## src/pkg/lpm_pkg.sv

```systemverilog
// Constants, modes and timing for the low-power and emulation mode controller.
// Assumes one 25 MHz clock and a core that retires one request strobe per cycle.
package lpm_pkg;

  // Clock and machine cycle
  localparam int CLK_MHZ          = 25;
  localparam int MACH_CYC_CLKS    = 12;
  localparam int RST_HOLD_MCYC    = 2;
  localparam int RST_HOLD_CLKS    = RST_HOLD_MCYC * MACH_CYC_CLKS;
  localparam int RST_CNT_W        = 5;

  // Oscillator restart time
  localparam int OSC_STABLE_MS    = 10;
  localparam int OSC_STABLE_CLKS  = OSC_STABLE_MS * CLK_MHZ * 1000;
  localparam int OSC_CNT_W        = 18;

  // Mode states, Gray along run, deep, restart, pin wait
  typedef enum logic [2:0] {
    ST_RUN   = 3'b000,
    ST_DEEP  = 3'b001,
    ST_OSCW  = 3'b011,
    ST_PINW  = 3'b010,
    ST_LIGHT = 3'b110,
    ST_EMUL  = 3'b100
  } lpm_state_t;

  // Cause of a deep sleep wake-up
  typedef enum logic {
    WAKE_BY_RST = 1'b0,
    WAKE_BY_IRQ = 1'b1
  } lpm_wake_t;

endpackage : lpm_pkg

```

## src/rtl/lpm_rst_filter.sv

```systemverilog
// Reset pin qualifier: chip reset once the pin stays high two machine cycles.
// Assumes the pin is synchronous to ref_clk; counts only while the oscillator runs.
`timescale 1ns/1ns
module lpm_rst_filter
  import lpm_pkg::*;
(
  // Clock and reset
  input  wire logic ref_clk,
  input  wire logic rst,
  input  wire logic clk_en,
  // Pin and oscillator
  input  wire logic rst_pin,
  input  wire logic osc_on,
  // Qualified reset
  output logic      chip_rst
);

  typedef struct packed {
    logic [RST_CNT_W-1:0] cnt;
    logic                 hit;
  } lpm_filt_t;

  lpm_filt_t s_q, s_d;

  always_comb begin
    s_d = s_q;
    if (!rst_pin) begin
      s_d.cnt = '0;
      s_d.hit = 1'b0;
    end else if (osc_on && !s_q.hit) begin
      if (s_q.cnt == RST_CNT_W'(RST_HOLD_CLKS - 1)) begin
        s_d.hit = 1'b1;
      end else begin
        s_d.cnt = s_q.cnt + RST_CNT_W'(1);
      end
    end
  end

  always_ff @(posedge ref_clk) begin
    if (rst) begin
      s_q <= '0;
    end else if (clk_en) begin
      s_q <= s_d;
    end
  end

  assign chip_rst = s_q.hit;

endmodule : lpm_rst_filter

```

## src/rtl/lpm_ctrl.sv

```systemverilog
// Light sleep, deep sleep and emulation mode control with pin state overrides.
// Assumes a core that obeys core_run, sfr_reinit and ram_block, and board pins
// resolved outside from the drive and enable outputs.
`timescale 1ns/1ns
module lpm_ctrl
  import lpm_pkg::*;
#(
  parameter int OSC_WAIT_CLKS = OSC_STABLE_CLKS
)(
  // Clock and reset
  input  wire logic       ref_clk,
  input  wire logic       rst,
  input  wire logic       clk_en,
  // Requests from the core
  input  wire logic       light_req,
  input  wire logic       deep_req,
  input  wire logic       irq_pending,
  input  wire logic       return_from_handler,
  // Core configuration
  input  wire logic       ext_code,
  input  wire logic       ale_disable,
  input  wire logic       ext_irq_a_en,
  input  wire logic       ext_irq_b_en,
  input  wire logic       ext_irq_a_level,
  input  wire logic       ext_irq_b_level,
  // Core pin functions in normal running
  input  wire logic       core_ale,
  input  wire logic       core_prog_store,
  input  wire logic       core_p2_addr,
  // Board pins
  input  wire logic       rst_pin,
  input  wire logic       ext_irq_a_n,
  input  wire logic       ext_irq_b_n,
  input  wire logic       ale_pin_in,
  input  wire logic       prog_store_strobe_in,
  // Core control
  output logic            core_run,
  output logic            osc_run,
  output logic            chip_reset,
  output logic            sfr_reinit,
  output logic            ram_block,
  output logic            wake_irq,
  output logic            resume_next,
  // Mode status
  output logic            light_sleep,
  output logic            deep_sleep,
  output logic            emul_mode,
  // Pin drive
  output logic            ale_out,
  output logic            ale_oe,
  output logic            ale_weak_pu,
  output logic            prog_store_strobe_out,
  output logic            prog_store_strobe_oe,
  output logic            prog_store_strobe_weak_pu,
  output logic            port0_float,
  output logic            port2_addr_sel,
  output logic            port_weak_pu
);

  typedef struct packed {
    lpm_state_t           st;
    lpm_wake_t            why;
    logic [OSC_CNT_W-1:0] cnt;
    logic                 strap;
    logic                 in_rst;
    logic                 light_rst;
    logic                 deep_wake;
    logic                 core_run;
    logic                 osc_run;
    logic                 sfr_reinit;
    logic                 ram_block;
    logic                 wake_irq;
    logic                 resume_next;
    logic                 ale_out;
    logic                 ale_oe;
    logic                 ale_weak_pu;
    logic                 ps_out;
    logic                 ps_oe;
    logic                 ps_weak_pu;
    logic                 p0_float;
    logic                 p2_addr;
    logic                 port_weak_pu;
    logic                 lt_mode;
    logic                 dp_mode;
    logic                 em_mode;
  } lpm_ctrl_t;

  lpm_ctrl_t s_q, s_d;
  logic      chip_rst;
  logic      irq_a_wake;
  logic      irq_b_wake;
  logic      irq_low;

  // Two machine cycle reset qualifier
  lpm_rst_filter u_rst_filter (
    .ref_clk  (ref_clk),
    .rst      (rst),
    .clk_en   (clk_en),
    .rst_pin  (rst_pin),
    .osc_on   (s_q.osc_run),
    .chip_rst (chip_rst)
  );

  assign irq_a_wake = ext_irq_a_en && ext_irq_a_level && !ext_irq_a_n;
  assign irq_b_wake = ext_irq_b_en && ext_irq_b_level && !ext_irq_b_n;
  assign irq_low    = irq_a_wake || irq_b_wake;

  always_comb begin
    s_d             = s_q;
    s_d.sfr_reinit  = 1'b0;
    s_d.wake_irq    = 1'b0;
    s_d.resume_next = 1'b0;
    s_d.in_rst      = chip_rst;

    if (chip_rst) begin
      // Chip reset: hold core, reinitialise registers, watch the strap
      s_d.st        = ST_RUN;
      s_d.core_run  = 1'b0;
      s_d.osc_run   = 1'b1;
      s_d.sfr_reinit = 1'b1;
      s_d.ram_block = 1'b0;
      s_d.light_rst = 1'b0;
      s_d.deep_wake = 1'b0;
      s_d.cnt       = '0;
      if (!ale_pin_in && prog_store_strobe_in) begin
        s_d.strap = 1'b1;
      end
    end else if (s_q.in_rst) begin
      // Release of reset: strap still low selects emulation
      s_d.core_run = 1'b1;
      if (s_q.strap && !ale_pin_in) begin
        s_d.st       = ST_EMUL;
        s_d.core_run = 1'b0;
      end
      s_d.strap = 1'b0;
    end else begin
      unique case (s_q.st)
        ST_RUN: begin
          if (s_q.light_rst) begin
            s_d.ram_block = 1'b1;
          end else if (deep_req) begin
            s_d.st       = ST_DEEP;
            s_d.core_run = 1'b0;
            s_d.osc_run  = 1'b0;
          end else if (light_req) begin
            s_d.st       = ST_LIGHT;
            s_d.core_run = 1'b0;
          end
          if (return_from_handler && s_q.deep_wake) begin
            s_d.resume_next = 1'b1;
            s_d.deep_wake   = 1'b0;
          end
        end
        ST_LIGHT: begin
          if (rst_pin) begin
            s_d.st        = ST_RUN;
            s_d.core_run  = 1'b1;
            s_d.ram_block = 1'b1;
            s_d.light_rst = 1'b1;
          end else if (irq_pending) begin
            s_d.st       = ST_RUN;
            s_d.core_run = 1'b1;
          end
        end
        ST_DEEP: begin
          // Nothing changes until a waking source appears
          if (rst_pin || irq_low) begin
            s_d.st      = ST_OSCW;
            s_d.osc_run = 1'b1;
            s_d.cnt     = '0;
            s_d.why     = rst_pin ? WAKE_BY_RST : WAKE_BY_IRQ;
          end
        end
        ST_OSCW: begin
          if (s_q.cnt == OSC_CNT_W'(OSC_WAIT_CLKS - 1)) begin
            s_d.st = ST_PINW;
          end else begin
            s_d.cnt = s_q.cnt + OSC_CNT_W'(1);
          end
        end
        ST_PINW: begin
          if (s_q.why == WAKE_BY_IRQ && !irq_low) begin
            s_d.st        = ST_RUN;
            s_d.core_run  = 1'b1;
            s_d.wake_irq  = 1'b1;
            s_d.deep_wake = 1'b1;
          end else if (s_q.why == WAKE_BY_RST && !rst_pin) begin
            s_d.st      = ST_DEEP;
            s_d.osc_run = 1'b0;
          end
        end
        ST_EMUL: begin
          s_d.core_run = 1'b0;
          s_d.osc_run  = 1'b1;
        end
        default: begin
          s_d.st       = ST_RUN;
          s_d.core_run = 1'b1;
          s_d.osc_run  = 1'b1;
        end
      endcase
    end

    // Pin states follow the next mode
    s_d.ale_weak_pu  = 1'b0;
    s_d.ps_weak_pu   = 1'b0;
    s_d.port_weak_pu = 1'b0;
    s_d.p0_float     = 1'b0;
    s_d.p2_addr      = 1'b0;
    if (chip_rst) begin
      s_d.ale_out     = 1'b1;
      s_d.ale_oe      = 1'b0;
      s_d.ale_weak_pu = 1'b1;
      s_d.ps_out      = 1'b1;
      s_d.ps_oe       = 1'b1;
    end else begin
      unique case (s_d.st)
        ST_LIGHT: begin
          s_d.ale_out  = 1'b1;
          s_d.ale_oe   = 1'b1;
          s_d.ps_out   = 1'b1;
          s_d.ps_oe    = 1'b1;
          s_d.p0_float = ext_code;
          s_d.p2_addr  = ext_code;
        end
        ST_EMUL: begin
          s_d.ale_out      = 1'b1;
          s_d.ale_oe       = 1'b0;
          s_d.ale_weak_pu  = 1'b1;
          s_d.ps_out       = 1'b1;
          s_d.ps_oe        = 1'b0;
          s_d.ps_weak_pu   = 1'b1;
          s_d.p0_float     = 1'b1;
          s_d.port_weak_pu = 1'b1;
        end
        ST_RUN: begin
          s_d.ale_out = core_ale;
          s_d.ps_out  = core_prog_store;
          s_d.ps_oe   = 1'b1;
          s_d.p2_addr = core_p2_addr;
          if (ale_disable && !ext_code) begin
            s_d.ale_oe      = 1'b0;
            s_d.ale_weak_pu = 1'b1;
          end else begin
            s_d.ale_oe = 1'b1;
          end
        end
        default: begin
          // Deep sleep and its wake-up steps
          s_d.ale_out  = 1'b0;
          s_d.ale_oe   = 1'b1;
          s_d.ps_out   = 1'b0;
          s_d.ps_oe    = 1'b1;
          s_d.p0_float = ext_code;
        end
      endcase
    end

    // Mode status registered so the outputs come from flip-flops
    s_d.lt_mode = (s_d.st == ST_LIGHT);
    s_d.dp_mode = (s_d.st == ST_DEEP) || (s_d.st == ST_OSCW) || (s_d.st == ST_PINW);
    s_d.em_mode = (s_d.st == ST_EMUL);
  end

  always_ff @(posedge ref_clk) begin
    if (rst) begin
      s_q          <= '0;
      s_q.st       <= ST_RUN;
      s_q.why      <= WAKE_BY_RST;
      s_q.core_run <= 1'b1;
      s_q.osc_run  <= 1'b1;
      s_q.ale_out  <= 1'b1;
      s_q.ale_oe   <= 1'b1;
      s_q.ps_out   <= 1'b1;
      s_q.ps_oe    <= 1'b1;
    end else if (clk_en) begin
      s_q <= s_d;
    end
  end

  // Outputs straight from the state register
  assign core_run                  = s_q.core_run;
  assign osc_run                   = s_q.osc_run;
  assign chip_reset                = s_q.in_rst;
  assign sfr_reinit                = s_q.sfr_reinit;
  assign ram_block                 = s_q.ram_block;
  assign wake_irq                  = s_q.wake_irq;
  assign resume_next               = s_q.resume_next;
  assign light_sleep               = s_q.lt_mode;
  assign deep_sleep                = s_q.dp_mode;
  assign emul_mode                 = s_q.em_mode;
  assign ale_out                   = s_q.ale_out;
  assign ale_oe                    = s_q.ale_oe;
  assign ale_weak_pu               = s_q.ale_weak_pu;
  assign prog_store_strobe_out     = s_q.ps_out;
  assign prog_store_strobe_oe      = s_q.ps_oe;
  assign prog_store_strobe_weak_pu = s_q.ps_weak_pu;
  assign port0_float               = s_q.p0_float;
  assign port2_addr_sel            = s_q.p2_addr;
  assign port_weak_pu              = s_q.port_weak_pu;

endmodule : lpm_ctrl

```

## config.mk

```make
export PLATFORM = sky130hd
export DESIGN_NAME = lpm_ctrl
export DESIGN_NICKNAME = d
export VERILOG_FILES = /design/src/pkg/lpm_pkg.sv /design/src/rtl/lpm_rst_filter.sv /design/src/rtl/lpm_ctrl.sv
export SDC_FILE = /design/constraint.sdc
export NUM_CORES = 1
export LEC_CHECK = 0
export ABC_AREA = 1
export BUFFER_PORTS_ARGS = -buffer_cell sky130_fd_sc_hd__buf_4
export CAP_MARGIN = 20
export CORE_ASPECT_RATIO = 1.4
export CORE_UTILIZATION = 51
export CTS_CLUSTER_SIZE = 25
export DETAILED_ROUTE_END_ITERATION = 12
export PLACE_DENSITY = 0.85
export RECOVER_POWER = 25
export SLEW_MARGIN = 20
export SYNTH_ARGS = -nofsm -noshare
export SYNTH_HDL_FRONTEND = slang
export SYNTH_SLANG_ARGS = --single-unit
```

## constraint.sdc

```tcl
create_clock -name ref_clk -period 1.55 [get_ports ref_clk]
set_input_delay 0.155 -clock ref_clk [delete_from_list [all_inputs] [get_ports ref_clk]]
set_output_delay 0.155 -clock ref_clk [all_outputs]
set_load 0.01 [all_outputs]
```

==> impl_metrics.yaml <==
critical_path:
  crit_type: "reg2reg"
  max_stage_delay_ns: 0.40
  cp_cell_sequence: "buf_4 > nor2_4 > nand2_4 > inv_2 > nand2_2 > nand2_4 > nor2_4 > nand2_2 > nand2_2 > nand2_4 > nor2_4 > nand3_4 > nand3_1 > nand2_1 > inv_1"
  critPathSlowestCell: "dfxtp_4"
  crit_path_start_kind: "flip-flop"
  crit_required_ns: 1.82
  path_max_fanout: 4
  cp_data_arrival_time_ns: 2.10
  end_kind: "flip-flop"
timing:
  setup_violations: 34
  finalCriticalPeriod_ns: 1.83
  min_period_over_period_pct: 118
  finClkSkew_ns: 0.00813
  worst_slack_ns: -0.282
  clock.fmax_mhz: 546
  drv_slew: 0
  holdWs_ns: 0.0897
  rsz0062_at_grt: "yes"
  setup_tns_ns: -5.75
  tightest_slew_ns: 0.445
  slew_headroom_pct: 70.0
  hold_viol: 0
drt:
  wire_per_inst_um: 19.9
  drt_iter0_markers: 270
  drtAntennaViolNets: 0
  routed_wl_um: 11400
  drt_first_pass_iters: 7
  drt-vias-per-instance: 6.06
  vias: 3480
  drc: 0
power_and_ir_drop:
  p_leak_nw: 1.73
  p_total_mw: 3.17
  p_per_area_mw_per_mm2: 768
  ir_drop_v: 0.000731
finish:
  fin_nets: 532
  drive_gt1_share_pct: 47.8
  layout.cells.non_filler: 574
  top_regs: "s_q: 25 flops, u_rst_filter.s_q: 5 flops"
  largest_reg_flops: 25
  top_register: "s_q"
  final.fill_count: 273
  syn2layout_area_growth_pct: 54.7
  diodes: 0
die:
  fp.dieArea_mm2: 0.00554
  rows: 30
  ios: 40
  initial_utilization_pct: 53.9
  coreArea_mm2: 0.00495
  die_h_um: 87.7
  die_x_um: 63.2
global_routing:
  first_global_vias: 3065
  grt_pass1_wl_um: 13500
  antenna_found_initial: 0
  grt.total_usage_pct: 32.0
  grt_overflow_total: 0
  grt_max_degree: 15
cts:
  insertion_delay_ns: 0.31
  cts_buffers: 5
  path_clk_slew_ns: 0.09
  cts-hold-fix-buffers: 0
  cts_tree: "built"
  cts.sinks: 48
  cts.path.max_buffers: 2
  cts_htree_levels: 2
  cts-root-buf: "clkbuf_8"
synth:
  syn_area_per_cell_um2: 6.75
  synth_nets: 419
  synthAdderAreaFrac_pct: 0.936
  ys_warn_count: 0
  synth-xor-area-share_pct: 2.29
  synth_cells: 396
  synthSimpleGateAreaFrac_pct: 33.6
  syn_area_mm2: 0.00267
  ys_ff_latch: 48
  synth-compound-area-share_pct: 15.6
  yosysSeqAreaShare_pct: 36.0
  synth_top_family_by_area: "simple AND/OR/NAND/NOR gates"
  ys_types: 40
  synth_mux_area_share_pct: 0
placed_design:
  dp.cells: 549
  portBuffers: 39
  place_congestion: 1.01
  dpl.hpwl_um: 5900
hold_path:
  hold_path.class: "in2reg"
run_status:
  outcome: "complete, but fails checks"
  violations: "setup timing"
job:
  cap_viol_max_count: 0
## where the power goes
group | switching [mW] | leakage [nW] | internal, mW
clock network | 0.453 | 0.0552 | 0.480
registers | 0.0487 | 0.398 | 1.27
logic | 0.532 | 1.27 | 0.387
total | 1.03 | 1.73 | 2.14
## logic make-up (layout without fill, tap and decap cells)
kind of cell               Yosys count  in the layout
AOI/OAI and AO/OA                   73             73
DFF                                 48             48
buffers and inverters               70            184
adders and majority gates            2              2
and+or+nand+nor                    196            196
xor gates and xnor gates             7              7
## metal layers
metal	vias up	routed length (µm)	share of wire, %	GRT usage (%)
li1	1509	-	-	-
met1	1599	3660	32	29.7
met4	0	1080	9.5	27.9
met5	-	0	0	0
met2	269	5740	50	59.5
met3	103	940	8.2	6.25
## repair_timing
item                                   4_1_cts  5_1_grt
setup endpoints to repair                   35       37
gates cloned                                 1        0
endpoints found under the hold margin        0        0
pin swaps                                   15       41
buffers inserted                             5       11
gates resized for setup                     33      122
## layout make-up
| class | count | area, µm² | area share (%) |
|---|---|---|---|
| repair inverters | 1 | 7.51 | 0.182 |
| multi-input cells | 278 | 1850 | 44.6 |
| clock inverters | 2 | 35.0 | 0.847 |
| flip-flops and latches | 48 | 993 | 24.0 |
| repair buffers | 115 | 867 | 21.0 |
| clock buffers | 6 | 72.6 | 1.76 |
| inverters | 60 | 233 | 5.63 |
| well taps | 64 | 80.1 | 1.94 |
## layout by cell type, fill, tap and decap left out, drive strengths merged, types with 2 or more instances in the layout
cell / Yosys / final
clkbuf: 5 / 14
nor2: 48 / 48
o21ai: 21 / 21
o21a: 2 / 2
nor3: 11 / 11
nand3: 37 / 37
dfxtp: 48 / 48
nand2: 88 / 88
buf: 5 / 107
nand4: 8 / 8
clkinv: 1 / 2
a21oi: 40 / 40
a211oi: 4 / 4
inv: 59 / 59
xor2: 7 / 7
ha: 2 / 2
## Yosys cell counts (all sizes together)
master	number	share of area, %
clkinv	1	0.14
o21ai	21	4.1
o21a	2	0.61
nor2	48	8.1
buf	5	1.4
nand4	8	1.9
o211a	1	0.37
nor3	11	2.2
and3	1	0.23
o311ai	1	0.33
nand3	37	7.3
a21oi	40	7.9
o2111ai	1	0.33
clkbuf	5	1.8
a21boi	1	0.28
nor4	1	0.23
dfxtp	48	36
nand3b	1	0.28
or2	1	0.23
o221ai	1	0.33
ha	2	0.94
xor2	7	2.3
o211ai	1	0.28
nand2	88	13
a211oi	4	1.1
inv	59	8.3
## per-stage QoR
step           setup slack, ns  utilization (%)  instance area (µm²)
6_report                -0.282             83.4                 4130
5_1_grt                 -0.382             83.4                 4130
4_1_cts                -0.0859             73.9                 3660
3_5_place_dp            -0.156             68.9                 3410
3_3_place_gp            -0.109             68.9                 3410
2_1_floorplan          0.00100                -                 2680
## path summary, 6_finish.rpt
| path | from | cells after the start | endpoint | slack [ns] |
|---|---|---|---|---|
| hold reg to reg | ram_block | 2 | ram_block | 0.46 |
| setup reg to reg | s_q[41] | 15 | port0_float | -0.28 |
| hold / removal | core_prog_store | 3 | prog_store_strobe_out | 0.09 |
| setup / recovery | s_q[41] | 15 | port0_float | -0.28 |
## worst max-delay path: cells and delay by family, from the launching register on
| kind | cells | cell delay, ns |
|---|---|---|
| AND/OR/NAND/NOR | 12 | 1.13 |
| buffers and inverters | 3 | 0.24 |
| flip-flops | 1 | 0.40 |
No activity file was read; power rests on OpenSTA's default activity.
